<file path="src/core/hcs_pkg.sv">
package hcs_pkg;
    // buffer memory word addresses that this block services
    localparam logic [9:0]  ERR_CODE_ADDR     = 10'h007;
    localparam logic [9:0]  OFFLINE_CH_ADDR   = 10'h2dd;
    localparam logic [9:0]  PRESET_FN_ADDR    = 10'h2ec;
    localparam logic [15:0] ERR_CODE_CLEARED  = 16'h0000;
    localparam logic [15:0] ERR_CODE_SENSOR   = 16'h0016;
    // preset-function selections
    localparam logic [1:0]  PRESET_PARAM_FMT  = 2'h1;
    localparam logic [1:0]  PRESET_BUF_FMT    = 2'h2;
    localparam logic [1:0]  PRESET_SEQ_FMT    = 2'h3;
    // offline limit-switch behaviour
    localparam logic        OFFLINE_ALL_OFF   = 1'b0;
    localparam int          NUM_LS            = 8;
    localparam int          NUM_FAULT         = 5;
    localparam logic [7:0]  LS_RESET          = 8'h00;
    localparam logic [4:0]  FAULT_RESET       = 5'h00;

    typedef enum logic [2:0] {
        HCS_IDLE = 3'b001,
        HCS_POS  = 3'b010,
        HCS_JOG  = 3'b100
    } hcs_motion_t;
endpackage

</file>
<file path="src/core/hcs_sync.sv">
`timescale 1ns/1ns
module hcs_sync #(
    parameter int W = 1
) (
    input  wire logic         clk,    // module clock
    input  wire logic         rst,    // async reset
    input  wire logic         ce,     // clock enable
    input  wire logic [W-1:0] d,      // asynchronous bits
    output logic      [W-1:0] q       // synchronised bits
);
    typedef struct packed {
        logic [W-1:0] s1;
        logic [W-1:0] s2;
    } hcs_sync_st_t;

    hcs_sync_st_t st_r;
    hcs_sync_st_t st_nxt;

    always_comb
    begin
        st_nxt = st_r;
        if (ce)
        begin
            st_nxt.s1 = d;
            st_nxt.s2 = st_r.s1;
        end
    end

    always_ff @(posedge clk or posedge rst)
    begin
        if (rst)
            st_r <= '0;
        else
            st_r <= st_nxt;
    end

    assign q = st_r.s2;
endmodule

</file>
<file path="src/core/hcs_edge.sv">
`timescale 1ns/1ns
module hcs_edge #(
    parameter int W = 1
) (
    input  wire logic         clk,    // module clock
    input  wire logic         rst,    // async reset
    input  wire logic         ce,     // clock enable
    input  wire logic [W-1:0] d,      // synchronised level
    output logic      [W-1:0] rise    // one-cycle rising-edge pulse
);
    typedef struct packed {
        logic [W-1:0] prev;
    } hcs_edge_st_t;

    hcs_edge_st_t st_r;
    hcs_edge_st_t st_nxt;

    always_comb
    begin
        st_nxt = st_r;
        if (ce)
            st_nxt.prev = d;
    end

    always_ff @(posedge clk or posedge rst)
    begin
        if (rst)
            st_r <= '0;
        else
            st_r <= st_nxt;
    end

    // prev is cleared at reset, so a level already high at release counts as an edge
    assign rise = d & ~st_r.prev & {W{ce}};
endmodule

</file>
<file path="src/core/hcs_host_cmd.sv">
`timescale 1ns/1ns
module hcs_host_cmd
    import hcs_pkg::*;
(
    input  wire logic        clk,                        // module clock
    input  wire logic        rst,                        // async reset, active high
    input  wire logic        ce,                         // clock enable
    input  wire logic        host_ready_level,           // host ready (pin)
    input  wire logic        position_go_request,        // start positioning (pin)
    input  wire logic        position_halt_request,      // stop positioning (pin)
    input  wire logic        forward_jog_request,        // forward jog (pin)
    input  wire logic        reverse_jog_request,        // reverse jog (pin)
    input  wire logic        cam_output_enable,          // limit outputs enabled (pin)
    input  wire logic        fault_clear_request,        // error reset (pin)
    input  wire logic        preset1_inhibit_or_trigger, // preset 1 inhibit / command (pin)
    input  wire logic        preset2_inhibit,            // preset 2 inhibit (pin)
    input  wire logic        ext_preset1_in,             // external preset input 1 (pin)
    input  wire logic        ext_preset2_in,             // external preset input 2 (pin)
    input  wire logic [1:0]  preset_mode,                // preset-function parameter, same clock
    input  wire logic        offline_ls_hold,            // offline-channel parameter, same clock
    input  wire logic [7:0]  ls_setting,                 // limit switch states, same clock
    input  wire logic        pos_done,                   // positioning finished, same clock
    input  wire logic        channel_op_error,           // channel operation error, same clock
    input  wire logic [4:0]  fault_event,                // fault raise pulses, same clock
    input  wire logic [4:0]  fault_cause,                // fault causes still present
    input  wire logic        other_error,                // other module error, same clock
    input  wire logic [15:0] error_code_in,              // error code to store, same clock
    input  wire logic        error_code_load,            // store error_code_in, same clock
    input  wire logic        param_write,                // parameter write into buffer
    input  wire logic        ls_setting_write,           // limit setting write into buffer
    output logic             online_indicator,           // online state
    output logic             pos_active,                 // positioning in progress
    output logic             pos_start_pulse,            // one-cycle start strobe
    output logic             forward_drive_out,          // forward motor drive
    output logic             reverse_drive_out,          // reverse motor drive
    output logic [7:0]       ls_out,                     // limit switch outputs
    output logic             upper_overtravel_flag,      // fault flag
    output logic             lower_overtravel_flag,      // fault flag
    output logic             sensor_fault_flag,          // fault flag
    output logic             excess_correction_flag,     // fault flag
    output logic             excess_change_flag,         // fault flag
    output logic             any_fault_flag,             // summary fault flag
    output logic [15:0]      error_code,                 // error code word
    output logic             param_commit,               // copy params to internal memory
    output logic             ls_commit,                  // copy limit settings
    output logic             preset1_fire,               // perform preset from input 1 / cmd
    output logic             preset2_fire                // perform preset from input 2
);
    typedef struct packed {
        hcs_motion_t  mot;
        logic         online;
        logic         start;
        logic         fdrv;
        logic         rdrv;
        logic [7:0]   ls;
        logic [4:0]   flt;
        logic         any;
        logic [15:0]  code;
        logic         pcommit;
        logic         lcommit;
        logic         p1;
        logic         p2;
    } hcs_st_t;

    hcs_st_t st_r;
    hcs_st_t st_nxt;

    logic [10:0] pin_s;
    logic [4:0]  rise;
    logic        ready_s, go_s, halt_s, fjog_s, rjog_s, camen_s, clr_s, p1i_s, p2i_s;
    logic        ep1_s, ep2_s;
    logic        go_rise, clr_rise, p1_rise, ep_rise1, ep_rise2;

    function automatic logic mode_inhibits(input logic [1:0] m);
        mode_inhibits = (m == PRESET_PARAM_FMT) || (m == PRESET_BUF_FMT);
    endfunction

    hcs_sync #(.W(11)) hcs_sync_i (
        .clk (clk),
        .rst (rst),
        .ce  (ce),
        .d   ({host_ready_level, position_go_request, position_halt_request,
                forward_jog_request, reverse_jog_request, cam_output_enable,
                fault_clear_request, preset1_inhibit_or_trigger, preset2_inhibit,
                ext_preset1_in, ext_preset2_in}),
        .q   (pin_s)
    );
    assign {ready_s, go_s, halt_s, fjog_s, rjog_s, camen_s, clr_s, p1i_s, p2i_s,
            ep1_s, ep2_s} = pin_s;

    // edge detect
    // all five edges share one detector, so each one is gated by ce alike
    hcs_edge #(.W(5)) hcs_edge_i (
        .clk  (clk),
        .rst  (rst),
        .ce   (ce),
        .d    ({go_s, clr_s, p1i_s, ep1_s, ep2_s}),
        .rise (rise)
    );
    assign {go_rise, clr_rise, p1_rise, ep_rise1, ep_rise2} = rise;

    always_comb
    begin
        logic [4:0] flt_n;
        logic       sensor22;
        flt_n    = st_r.flt;
        sensor22 = 1'b0;
        st_nxt   = st_r;
        if (ce)
        begin
            st_nxt.online = ready_s;
            st_nxt.start  = 1'b0;
            sensor22      = st_r.code == ERR_CODE_SENSOR;
            unique case (st_r.mot)
                HCS_IDLE:
                begin
                    if (go_rise && ready_s && !halt_s && !channel_op_error && !sensor22
                        && !st_r.any)
                    begin
                        st_nxt.mot   = HCS_POS;
                        st_nxt.start = 1'b1;
                    end
                    else if (ready_s && !st_r.any && (fjog_s || rjog_s))
                        st_nxt.mot = HCS_JOG;
                end
                HCS_POS:
                    if (halt_s || !ready_s || pos_done)
                        st_nxt.mot = HCS_IDLE;
                HCS_JOG:
                    if (!ready_s || !(fjog_s || rjog_s))
                        st_nxt.mot = HCS_IDLE;
                default:
                    st_nxt.mot = HCS_IDLE;
            endcase
            st_nxt.fdrv = st_nxt.mot == HCS_JOG && fjog_s;
            st_nxt.rdrv = st_nxt.mot == HCS_JOG && rjog_s;
            if (ready_s)
                st_nxt.ls = camen_s ? ls_setting : LS_RESET;
            else if (offline_ls_hold == OFFLINE_ALL_OFF)
                st_nxt.ls = LS_RESET;
            // clear only where cause is gone; raise wins over clear
            if (clr_rise)
                flt_n = st_r.flt & fault_cause;
            flt_n      = flt_n | fault_event;
            st_nxt.flt = flt_n;
            if (clr_rise)
                st_nxt.any = (|flt_n) | other_error;
            else
                st_nxt.any = st_r.any | (|fault_event) | other_error;
            if (error_code_load)
                st_nxt.code = error_code_in;
            else if (clr_rise)
                st_nxt.code = ERR_CODE_CLEARED;
            st_nxt.pcommit = param_write && !ready_s;
            st_nxt.lcommit = ls_setting_write;
            st_nxt.p1 = ready_s && ((preset_mode == PRESET_SEQ_FMT) ? p1_rise
                        : (mode_inhibits(preset_mode) && ep_rise1 && !p1i_s));
            st_nxt.p2 = ready_s && mode_inhibits(preset_mode) && ep_rise2 && !p2i_s;
        end
    end

    always_ff @(posedge clk or posedge rst)
    begin
        if (rst)
        begin
            st_r      <= '0;
            st_r.mot  <= HCS_IDLE;
            st_r.ls   <= LS_RESET;
            st_r.flt  <= FAULT_RESET;
            st_r.code <= ERR_CODE_CLEARED;
        end
        else
            st_r <= st_nxt;
    end

    assign online_indicator       = st_r.online;
    // one-hot code: bit 1 is the positioning state, so the output stays a bare flop
    assign pos_active             = st_r.mot[1];
    assign pos_start_pulse        = st_r.start;
    assign forward_drive_out      = st_r.fdrv;
    assign reverse_drive_out      = st_r.rdrv;
    assign ls_out                 = st_r.ls;
    assign {upper_overtravel_flag, lower_overtravel_flag, sensor_fault_flag,
            excess_correction_flag, excess_change_flag} = st_r.flt;
    assign any_fault_flag         = st_r.any;
    assign error_code             = st_r.code;
    assign param_commit           = st_r.pcommit;
    assign ls_commit              = st_r.lcommit;
    assign preset1_fire           = st_r.p1;
    assign preset2_fire           = st_r.p2;

    chk_online_follow: assert property (@(posedge clk) disable iff (rst)
        ce |=> online_indicator == $past(ready_s)) else $error("online mismatch");
    chk_halt_abort: assert property (@(posedge clk) disable iff (rst)
        ce && halt_s |=> !pos_active && !pos_start_pulse) else $error("halt ignored");
    chk_offline_low: assert property (@(posedge clk) disable iff (rst)
        ce && !ready_s |=> !pos_active && !forward_drive_out && !reverse_drive_out)
        else $error("offline drive");
    chk_jog_block: assert property (@(posedge clk) disable iff (rst)
        pos_active |-> !forward_drive_out && !reverse_drive_out) else $error("jog in pos");
    // forward drive only from an online request
    chk_fwd_source: assert property (@(posedge clk) disable iff (rst)
        forward_drive_out |-> $past(fjog_s) && $past(ready_s)) else $error("stray fwd drive");
    // forward drive held while the request stands
    chk_fwd_hold: assert property (@(posedge clk) disable iff (rst)
        ce && st_r.mot == HCS_JOG && ready_s && fjog_s |=> forward_drive_out)
        else $error("fwd drive dropped");
    // reverse drive only from an online request
    chk_rev_source: assert property (@(posedge clk) disable iff (rst)
        reverse_drive_out |-> $past(rjog_s) && $past(ready_s)) else $error("stray rev drive");
    // reverse drive held while the request stands
    chk_rev_hold: assert property (@(posedge clk) disable iff (rst)
        ce && st_r.mot == HCS_JOG && ready_s && rjog_s |=> reverse_drive_out)
        else $error("rev drive dropped");
    // start needs online and no halt
    chk_go_start: assert property (@(posedge clk) disable iff (rst)
        pos_start_pulse |-> $past(ready_s) && !$past(halt_s) && $past(go_rise))
        else $error("bad start");
    // start refused on sensor code or operation error
    chk_go_errors: assert property (@(posedge clk) disable iff (rst)
        pos_start_pulse |-> $past(error_code) != ERR_CODE_SENSOR && !$past(channel_op_error))
        else $error("start on error");
    chk_go_jog: assert property (@(posedge clk) disable iff (rst)
        ce && st_r.mot == HCS_JOG |=> !pos_start_pulse) else $error("start in jog");
    chk_go_fault: assert property (@(posedge clk) disable iff (rst)
        ce && any_fault_flag |=> !pos_start_pulse) else $error("start on fault");
    chk_ls_off: assert property (@(posedge clk) disable iff (rst)
        ce && ready_s && !camen_s |=> ls_out == LS_RESET) else $error("ls not off");
    chk_ls_on: assert property (@(posedge clk) disable iff (rst)
        ce && ready_s && camen_s |=> ls_out == $past(ls_setting)) else $error("ls not set");
    chk_ls_offline_off: assert property (@(posedge clk) disable iff (rst)
        ce && !ready_s && offline_ls_hold == OFFLINE_ALL_OFF |=> ls_out == LS_RESET)
        else $error("offline ls on");
    chk_ls_offline_hold: assert property (@(posedge clk) disable iff (rst)
        ce && !ready_s && offline_ls_hold != OFFLINE_ALL_OFF |=> $stable(ls_out))
        else $error("offline ls moved");
    chk_clear_code: assert property (@(posedge clk) disable iff (rst)
        ce && clr_rise && !error_code_load |=> error_code == ERR_CODE_CLEARED)
        else $error("code not cleared");
    // clear drops every flag whose cause is gone, unless a fault_event raises it in the same cycle
    chk_clear_flags: assert property (@(posedge clk) disable iff (rst)
        ce && clr_rise |=> (st_r.flt & ~$past(fault_cause) & ~$past(fault_event)) == FAULT_RESET)
        else $error("flag not cleared");
    // flags fall only on a clear edge
    chk_flag_sticky: assert property (@(posedge clk) disable iff (rst)
        ce && !clr_rise |=> (st_r.flt & $past(st_r.flt)) == $past(st_r.flt))
        else $error("flag dropped");
    chk_any_fault: assert property (@(posedge clk) disable iff (rst)
        (|st_r.flt) |-> any_fault_flag) else $error("summary low");
    // summary rises with any event or other error
    chk_any_event: assert property (@(posedge clk) disable iff (rst)
        ce && ((|fault_event) || other_error) |=> any_fault_flag) else $error("summary missed");
    chk_param_gate: assert property (@(posedge clk) disable iff (rst)
        param_commit |-> !$past(ready_s, 1)) else $error("online commit");
    chk_ls_commit: assert property (@(posedge clk) disable iff (rst)
        ce && ls_setting_write |=> ls_commit) else $error("ls commit missed");
    chk_preset1_inh: assert property (@(posedge clk) disable iff (rst)
        ce && p1i_s && mode_inhibits(preset_mode) |=> !preset1_fire)
        else $error("preset1 inhibited");
    chk_preset1_cmd: assert property (@(posedge clk) disable iff (rst)
        ce && ready_s && preset_mode == PRESET_SEQ_FMT && p1_rise |=> preset1_fire)
        else $error("preset cmd missed");
    chk_preset2_inh: assert property (@(posedge clk) disable iff (rst)
        ce && p2i_s |=> !preset2_fire) else $error("preset2 inhibited");
endmodule

</file>
<file path="config.mk">
export PLATFORM = sky130hd
export DESIGN_NAME = hcs_host_cmd
export DESIGN_NICKNAME = d
export VERILOG_FILES = /design/src/core/hcs_pkg.sv /design/src/core/hcs_sync.sv /design/src/core/hcs_edge.sv /design/src/core/hcs_host_cmd.sv
export SDC_FILE = /design/constraint.sdc
export NUM_CORES = 1
export LEC_CHECK = 0
export BUFFER_PORTS_ARGS = -buffer_cell sky130_fd_sc_hd__buf_2
export CORE_MARGIN = 10
export CORE_UTILIZATION = 50
export DETAILED_ROUTE_END_ITERATION = 10
export PLACE_DENSITY = 0.79
export REMOVE_ABC_BUFFERS = 1
export SLEW_MARGIN = 30
export SYNTH_ARGS = -nofsm -noshare
export SYNTH_HDL_FRONTEND = slang
export SYNTH_SLANG_ARGS = --single-unit
</file>
<file path="constraint.sdc">
create_clock -name clk -period 5.9 [get_ports clk]
set_clock_uncertainty 0.15 [all_clocks]
set_input_delay 0.295 -clock clk [delete_from_list [all_inputs] [get_ports clk]]
set_output_delay 0.295 -clock clk [all_outputs]
set_load 0.01 [all_outputs]
</file>
==> results.yml, run 1 <==
cts:
  insertion_delay_ns: 0.34
  cts.sinks: 68
  hold_buffers: 0
  cts_buffers: 9
  htreeDepth: 3
  cts_setup_buffers: 0
  cts_resized: 0
  cts-root-buf: "clkbuf_8"
  cts_tree: "yes"
  clk_pin_slew_ns: 0.07
  cts.path.max_buffers: 2
sta:
  fmax_ghz: 0.4971
  tightest_slew_ns: 0.8214
  timing.final.setup_violations: 0
  hold_viol: 0
  slew_viol_final: 0
  fin_crit_ns: 2.012
  slew_headroom: 0.4524
  finalCritPeriodShare: 0.3410
  fin_setup_tns_ns: 0
  rsz0062_at_grt: "no"
critical_path:
  crit_type: "in2reg"
  path_max_fanout: 33
  endpoint_kind: "flip-flop"
  reg2reg_slack_ns: 4.20
  r2r_cells: 4
  rr_endpoint: "st_r[40]"
  cp.required_ns: 6.02
  reg2reg_from: "hcs_sync_i.q[10]"
  arrival_ns: 2.13
  worst_setup_path_start_kind: "input pin"
synthesis:
  syn_avg_cell_area_um2: 12.65
  syn-cell-area_um2: 2973
  seq_area_frac_synth: 0.5728
  synth_cell_type_count: 42
  ys_seq_elements: 68
  ys_warn_count: 0
  synthTopCellsByArea: "dfrtp_1, mux2_2, a22o_1"
  synthCells: 235
  netlist.area_leader.share: 0.5640
  yosysTopAreaCell: "dfrtp_1"
detailed_routing:
  drtPass1Iterations: 4
  routed_via_density: 5.335
  dr.first_iter.drc_count: 104
  ant_nets: 0
  via_count: 2070
  routedWlPerCell_um: 16.93
  routed_wl_mm: 6.570
  drc_errors: 0
placed_design:
  gp_congestion: 0.7648
  numPortBuffers: 95
  dpl.hpwl_mm: 4.897
pwr:
  p_leak_nw: 1.723
  p_per_area_nw_per_um2: 325.2
  p_switching_mw: 0.2895
  p_seq_frac: 0.487
  p_clk_frac: 0.368
  pwr-share-comb: 0.145
  p_total_mw: 1.157
  ir_drop_mv: 0.1483
  internal_power_mw: 0.8673
  switching_share: 0.2503
floorplanning:
  die_h_um: 97.11
  ioPinCount: 96
  die_w_um: 97.11
  start_util: 0.5081
  rows: 28
  die-area_um2: 9430
  core-area_um2: 5851
hold_path:
  hold_path.class: "in2reg"
  hold_end: "lower_overtravel_flag"
  hp-start: "fault_event[3]"
  hold_depth: 3
cells_and_area:
  antennaDiodeCount: 0
  multi_input_area_um2: 1020
  fillers: 461
  drive_gt1_frac: 0.4696
  area_delta_synth_final_pct: 19.65
  fin_nets: 367
  seqCellArea_um2: 1703
global_routing:
  antenna_found_initial: 0
  gr-total-overflow: 0
  grt_first_pass_wirelength_mm: 10.85
  first_global_vias: 2173
  grt_max_degree: 69
  grt_use_total: 0.1399
job:
  max-cap-violations: 0
outcome:
  status: "completed"
## sequential cells by signal, summed over array words and instances (netlist names), 2 cells and up
signal           cells
error_code          16
hcs_edge_i.st_r      5
st_r                 2
hcs_sync_i.q        11
hcs_sync_i.st_r     11
ls_out               8
## cells by family (layout without fill, tap and decap cells)
kind of cell	count (synthesis)	in the layout	synth area share
AND/OR/NAND/NOR	44	44	0.09639
adder cells (fa/ha/maj)	1	1	0.004208
AO/OA/AOI/OAI	52	52	0.1313
flip-flops	68	68	0.5728
multiplexers	29	29	0.1098
buffers and inverters	41	119	0.08544
## worst max-delay path, cell delays in order
cell and delay [ns]:
buf_2 0.48, buf_4 0.39, and2_0 0.68, a22o_1 0.26
## worst max-delay path by stage
stage / start / to / slack [ns] / depth (start not counted)
2_1_floorplan: rst / any_fault_flag / 3.75 / 1
3_3_place_gp: ce / error_code[0] / 3.62 / 4
3_5_place_dp: ce / error_code[3] / 3.52 / 4
4_1_cts: ce / error_code[2] / 3.88 / 4
5_1_grt: ce / error_code[12] / 3.73 / 4
6_report: ce / error_code[11] / 3.89 / 4
## layout by cell type, fill, tap and decap left out, types with 2 or more instances in the layout
cell type and instances:
clkbuf_8 11, mux2_2 29, o22ai_1 3, buf_2 95, o21ai_0 8, nor2b_1 3
nor2_1 2, nor3b_1 2, nor4b_1 3, nor4_1 3, a21oi_1 4, o2111ai_1 2
nand2_1 13, buf_4 2, o21ai_1 2, inv_1 6, a22o_1 24, bufinv_16 2
dfrtp_1 67, nand3b_1 4, and3_1 2
## routing by layer
metal / vias to the layer above / share of wire / track usage
met5: - / 0 / 0
met4: 0 / 0.028 / 0.07946
met3: 16 / 0.050 / 0.04410
met2: 51 / 0.51 / 0.2222
met1: 1014 / 0.42 / 0.1629
li1: 989 / - / -
## synthesized netlist by cell type, drive strengths merged
| master | count |
|---|---|
| dfrtp | 67 |
| buf | 30 |
| mux2 | 29 |
| a22o | 24 |
| nand2 | 14 |
| o21ai | 11 |
| inv | 7 |
| a21oi | 4 |
| clkbuf | 4 |
| nand3b | 4 |
| nor2b | 3 |
| nor4 | 3 |
| nor4b | 3 |
| o22ai | 3 |
| and3 | 2 |
| nor2 | 2 |
| nor3 | 2 |
| nor3b | 2 |
| o2111ai | 2 |
| a21boi | 1 |
| a221oi | 1 |
| a222oi | 1 |
| a31oi | 1 |
| a32o | 1 |
| and2 | 1 |
| and4 | 1 |
| dfstp | 1 |
| ha | 1 |
| nand3 | 1 |
| nand4 | 1 |
| nand4b | 1 |
| nand4bb | 1 |
| nor4bb | 1 |
| o221ai | 1 |
| o31ai | 1 |
| o32a | 1 |
| or2 | 1 |
| or3b | 1 |
## stage by stage
step	area (µm²)	worst slack (ns)	hold slack [ns]	instances	utilization
after floorplan	2745	3.745	0.2504	201	-
after global placement	3329	3.622	0.3302	373	0.5691
after detailed placement	3329	3.523	0.3322	373	0.5691
after CTS	3553	3.880	0.01198	388	0.6074
after global routing	3557	3.726	0.01575	388	0.6080
final	3557	3.888	0.02195	388	0.6080
## cell type report
type / instances / area share
sequential: 68 / 0.4787
tap: 75 / 0.02638
clock inverter: 4 / 0.02040
inverter: 7 / 0.007387
clock buffer: 11 / 0.04256
timing repair buffer: 97 / 0.1379
multi-input combinational: 126 / 0.2867
## power groups by stage
stage | sequential, mW | combinational (mW) | clock [mW]
2_1_floorplan | 0.578 | 0.0791 | 0
3_3_place_gp | 0.569 | 0.166 | 0
3_5_place_dp | 0.571 | 0.171 | 0
4_1_cts | 0.563 | 0.172 | 0.433
5_1_grt | 0.571 | 0.185 | 0.460
6_report | 0.563 | 0.168 | 0.426
(Power assumes the default switching activity.)
==> run 2: changes to the inputs <==
- clock period: 5.9 -> 1.86 ns (I/O delays scaled with it)
==> run 2 against run 1 <==
  * Via count rose by 14%
  * Routed wire length grew 21%
  * Utilization grew 9.1 points
  * Worst setup slack worse by 3.8 ns
  * Non-clock buffer count rose by 57
  * Largest power group unchanged
==> results.yml, run 2 (synthesis results as in run 1) <==
outcome:
  status: "completed"
cts:
  cts.path.max_buffers: 2
  clk_pin_slew_ns: 0.07
  cts_buffers: 9
  htreeDepth: 3
  cts-root-buf: "clkbuf_8"
  insertion_delay_ns: 0.33
  cts_tree: "yes"
  cts.sinks: 68
sta:
  rsz0062_at_grt: "no"
  fmax_ghz: 0.5546
  slew_headroom: 0.4418
  tightest_slew_ns: 0.8368
  fin_crit_ns: 1.803
  finalCritPeriodShare: 0.9694
  hold_viol: 0
  timing.final.setup_violations: 0
  slew_viol_final: 0
pwr:
  pwr-share-comb: 0.193
  switching_share: 0.2752
  p_leak_nw: 1.945
  internal_power_mw: 2.542
  p_total_mw: 3.507
  p_switching_mw: 0.9650
  p_seq_frac: 0.509
  p_clk_frac: 0.299
  ir_drop_mv: 0.7341
  p_per_area_nw_per_um2: 857.4
critical_path:
  crit_slowest_cell: "dlygate4sd3_1"
  max_stage_delay_ns: 0.55
  cp.required_ns: 1.93
  endpoint_kind: "flip-flop"
  crit_type: "reg2reg"
  r2r_cells: 5
  worst_setup_path_start_kind: "flip-flop"
  path_cells: "nand3b_1, buf_4, o21ai_0, nand2_1, dlygate4sd3_1"
  path_max_fanout: 7
  arrival_ns: 1.87
cells_and_area:
  seqCellArea_um2: 1703
  area_delta_synth_final_pct: 37.58
  fillers: 406
  drive_gt1_frac: 0.4070
  final_common_cell: "buf_2"
  largest_register_ffs: 16
  multi_input_area_um2: 1020
  layout_common_cells: "buf_2, dfrtp_1, dlygate4sd3_1, mux2_2, a22o_1"
  fin_util: 0.6991
  fin_nets: 424
floorplanning:
  ioPinCount: 96
  rows: 28
  start_util: 0.5081
  core-area_um2: 5851
  die_h_um: 97.11
  die-area_um2: 9430
  die_w_um: 97.11
global_routing:
  use_met2: 0.2978
  grtUsageMet3: 0.03698
  grt_first_pass_wirelength_mm: 12.92
  grt_use_total: 0.1677
  gr-total-overflow: 0
  antenna_found_initial: 1
  busiest_layer: "met2"
  grt_max_degree: 32
  first_global_vias: 2669
  use_met1: 0.1729
detailed_routing:
  via_count: 2366
  ant_nets: 0
  routed_wl_mm: 7.937
  drtPass1Iterations: 7
  routedWlPerCell_um: 17.76
  drc_errors: 0
  routed_via_density: 5.293
  dr.first_iter.drc_count: 106
placed_design:
  gp_congestion: 0.7933
  numPortBuffers: 95
  dpl.hpwl_mm: 5.201
hold_path:
  hold_path.class: "in2reg"
  hold_depth: 5
job:
  max-cap-violations: 0
[run 2: changes by cell type in the layout (fill, tap and decap cells not counted), moves of 2 or more]
cell	delta
buf_12	+2
buf_4	+2
bufinv_16	-2
clkinv_2	+3
dlygate4sd3_1	+53
[run 2: worst max-delay path: cells and delay by family (launching register included)]
| kind | cells | cell delay (ns) |
|---|---|---|
| AND/OR/NAND/NOR | 2 | 0.23 |
| flip-flops | 1 | 0.40 |
| AO/OA/AOI/OAI | 1 | 0.17 |
| buffers and inverters | 2 | 0.73 |
[run 2: layer usage]
layer,vias up,part of all wire
met5,-,0
met4,0,0.046
met3,29,0.046
met2,89,0.53
met1,1146,0.38
li1,1102,-
[run 2: cell type report]
| class | count | area share |
|---|---|---|
| diodes | 1 | 0.0006118 |
| flip-flops and latches | 68 | 0.4163 |
| repair buffers | 154 | 0.2631 |
| multi-input cells | 126 | 0.2493 |
| clock buffers | 11 | 0.03457 |
| inverters | 7 | 0.006424 |
| well taps | 75 | 0.02294 |
| clock inverters | 5 | 0.006730 |
[run 2: final timing paths]
check,startpoint,end,slack [ns]
worst max register to register,hcs_edge_i.st_r[3],upper_overtravel_flag,0.06
min in group asynchronous,rst,ls_commit,0.19
worst min register to register,ls_out[2],ls_out[2],0.34
max in group asynchronous,rst,ls_out[0],0.74
worst min-delay path,channel_op_error,forward_drive_out,0.04
worst max-delay path,hcs_edge_i.st_r[3],upper_overtravel_flag,0.06
[run 2: through the flow]
step	cell area (µm²)	hold slack (ns)	worst slack [ns]	setup TNS (ns)	instances
2_1_floorplan	2745	0.04844	-0.09286	-6.221	201
3_5_place_dp	3377	0.01113	0.03483	0	376
6_report	4090	0.03826	0.05690	0	447
4_1_cts	4076	0.03680	0.01503	0	445
5_1_grt	4090	0.05209	0.01582	0	447
3_3_place_gp	3377	-0.003638	0.1162	0	376
[run 2: timing repair]
item | in CTS | in global routing
setup endpoints to repair | 0 | 3
setup buffers | 0 | 1
hold buffers | 53 | 0
endpoints found under the hold margin | 65 | 0
resized for setup | 0 | 1
[run 2: power by group through the flow]
stage	Combinational (mW)	Clock (mW)	Sequential [mW]
after floorplan	0.251	0	1.83
after global placement	0.549	0	1.80
after detailed placement	0.569	0	1.80
after CTS	0.668	1.06	1.78
after global routing	0.736	1.12	1.81
final	0.676	1.05	1.78
==> run 3: changes to the inputs <==
- ABC_AREA: not set -> 1
- GPL_TIMING_DRIVEN: not set -> 1
- PLACE_DENSITY: 0.79 -> 0.78
==> run 3 against run 2 <==
  * Fmax grew 9.8%
  * Area after synthesis grew 7.6%
  * Highest routed layer unchanged
  * Combinational power hardly changed
  * Utilization shrank 2.4 points
  * Critical path type unchanged
  * Global-route usage is 0.48 points higher
  * Worst setup slack improved by 0.16 ns
  * Total power down 3.2%
  * Largest power group unchanged
==> results.yml, run 3 <==
sta:
  hold_viol: 0
  slew_headroom: 0.7008
  timing.final.setup_violations: 0
  tightest_slew_ns: 0.4478
  finalCritPeriodShare: 0.8830
  slew_viol_final: 0
  rsz0062_at_grt: "no"
  fmax_ghz: 0.6089
  fin_crit_ns: 1.642
critical_path:
  path_max_fanout: 10
  endpoint_kind: "flip-flop"
  cp.required_ns: 1.92
  worst_setup_path_start_kind: "flip-flop"
  reg2reg_from: "hcs_edge_i.st_r[3]"
  crit_type: "reg2reg"
  crit_start: "hcs_edge_i.st_r[3]"
  arrival_ns: 1.70
cells_and_area:
  fin_area_um2: 4237
  antennaDiodeCount: 0
  final_common_cell: "nand2_1"
  fin_nets: 568
  seqCellArea_um2: 1703
  multi_input_area_um2: 1067
  fillers: 504
  drive_gt1_frac: 0.2471
  finalNonFillerCells: 591
  area_delta_synth_final_pct: 32.42
  largest_register_ffs: 16
  fin_util: 0.6749
  layout_common_cells: "nand2_1, buf_2, dfrtp_1, dlygate4sd3_1, inv_1"
synthesis:
  syn_avg_cell_area_um2: 8.288
  yosysTopAreaCell: "dfrtp_1"
  async_reset_ff_frac: 1.000
  synth_edf_count: 0
  ys_warn_count: 0
  ys_seq_elements: 68
  netlist.area_leader.share: 0.5241
  synthMostInstantiatedCell: "nand2_1"
  synth_commonest_cells: "nand2_1, dfrtp_1, inv_1, nand3_1, buf_4"
  synthTopCellsByArea: "dfrtp_1, nand2_1, buf_4"
  syn-cell-area_um2: 3199
  seq_area_frac_synth: 0.5323
  synth_ff_type: "dfrtp_1"
  synth_cell_type_count: 29
  synthCells: 386
global_routing:
  grt_max_degree: 35
  grt_first_pass_wirelength_mm: 14.25
  grt_use_total: 0.1725
  gr-total-overflow: 0
  antenna_found_initial: 0
  first_global_vias: 2982
placed_design:
  place_area_um2: 3596
  gp_congestion: 0.8449
  numPortBuffers: 95
  dpl.hpwl_mm: 5.889
  dp_cells: 527
cts:
  clk_pin_slew_ns: 0.07
  cts_buffers: 9
  insertion_delay_ns: 0.33
  cts.sinks: 68
  cts.path.max_buffers: 2
  htreeDepth: 3
  cts_tree: "yes"
  cts-root-buf: "clkbuf_8"
floorplanning:
  core-area_um2: 6277
  start_util: 0.5097
  die_w_um: 99.99
  ioPinCount: 96
  die_h_um: 99.99
  die-area_um2: 9998
  rows: 29
detailed_routing:
  ant_nets: 0
  via_count: 2911
  dr.first_iter.drc_count: 87
  routed_via_density: 4.926
  drc_errors: 0
  routed_wl_mm: 8.611
  routedWlPerCell_um: 14.57
  drtPass1Iterations: 4
outcome:
  status: "completed"
pwr:
  p_per_area_nw_per_um2: 801.1
  p_switching_mw: 0.9877
  pwr-share-comb: 0.199
  switching_share: 0.2910
  ir_drop_mv: 0.4613
  p_seq_frac: 0.510
  p_clk_frac: 0.291
  p_leak_nw: 2.270
  internal_power_mw: 2.406
job:
  max-cap-violations: 0
hold_path:
  hp-start: "ce"
  hold_path.class: "in2reg"
## run 3: cell types whose count changed after synthesis, sizes merged, moves of 5 or more
cell,previous run,this run
nand3,1,29
nand4,1,6
o21ai,11,30
inv,7,43
buf,30,37
a22o,24,0
mux2,29,0
nor2,2,14
o22ai,3,8
nand2,14,136
## run 3: timing repair
action / CTS / global route
hold buffers: 49 / 0
hold endpoints to repair: 112 / 0
gates resized for setup: 0 / 0
setup buffers: 0 / 0
## run 3: cell type report
class,instances,share of cell area
Clock buffer,12,0.03190
Clock inverter,3,0.003544
Inverter,43,0.03810
Multi-Input combinational cell,235,0.2519
Sequential cell,68,0.4019
Tap cell,77,0.02274
Timing Repair Buffer,153,0.2499
## run 3: final timing paths
check                                            to  slack (ns)  cells after the start
worst min-delay path            hcs_sync_i.st_r[18]        0.02                      3
worst max register to register        error_code[2]        0.22                      5
worst min register to register  hcs_sync_i.st_r[18]        0.32                      2
worst max-delay path                  error_code[2]        0.22                      5
min in group asynchronous        hcs_edge_i.st_r[1]        0.17                      3
max in group asynchronous             error_code[1]        0.87                      4
## run 3: power groups by stage
| stage | sequential [mW] | combinational, mW | clock, mW |
|---|---|---|---|
| CTS | 1.73 | 0.678 | 1.01 |
| global placement | 1.75 | 0.572 | 0 |
| global route | 1.75 | 0.759 | 1.07 |
| floorplan | 1.78 | 0.269 | 0 |
| finish | 1.73 | 0.676 | 0.988 |
| detailed placement | 1.75 | 0.589 | 0 |
## run 3: cell families (layout without fill, tap and decap cells)
logic type	count (synthesis)	in the layout	share of synthesized area
compound gates	44	44	0.07940
fa+ha+maj	1	1	0.003910
buf+inv	83	211	0.1341
flops	68	68	0.5323
simple gates	190	190	0.2503
## run 3: metal layers
metal	vias to the layer above	global-route usage	share of wire
met5	-	0	0
met1	1374	0.2046	0.43
met4	0	0.03587	0.0036
met2	96	0.2952	0.50
li1	1437	-	-
met3	4	0.06044	0.064
## run 3: metrics by stage
step	setup TNS (ns)	total power, mW	setup slack (ns)	hold slack, ns
2_1_floorplan	-6.221	2.051	-0.09286	0.03279
3_3_place_gp	0	2.318	0.3819	-0.03363
3_5_place_dp	0	2.343	0.2956	-0.02923
4_1_cts	0	3.419	0.2341	0.006343
5_1_grt	0	3.580	0.1141	0.02482
6_report	0	3.394	0.2176	0.02129
## run 3: critical path: stages, from the launching register on
cell and delay, ns:
dfrtp_1 0.41, inv_1 0.12, nand3_4 0.14, nand3_1 0.11
nand2_1 0.05, dlygate4sd3_1 0.55
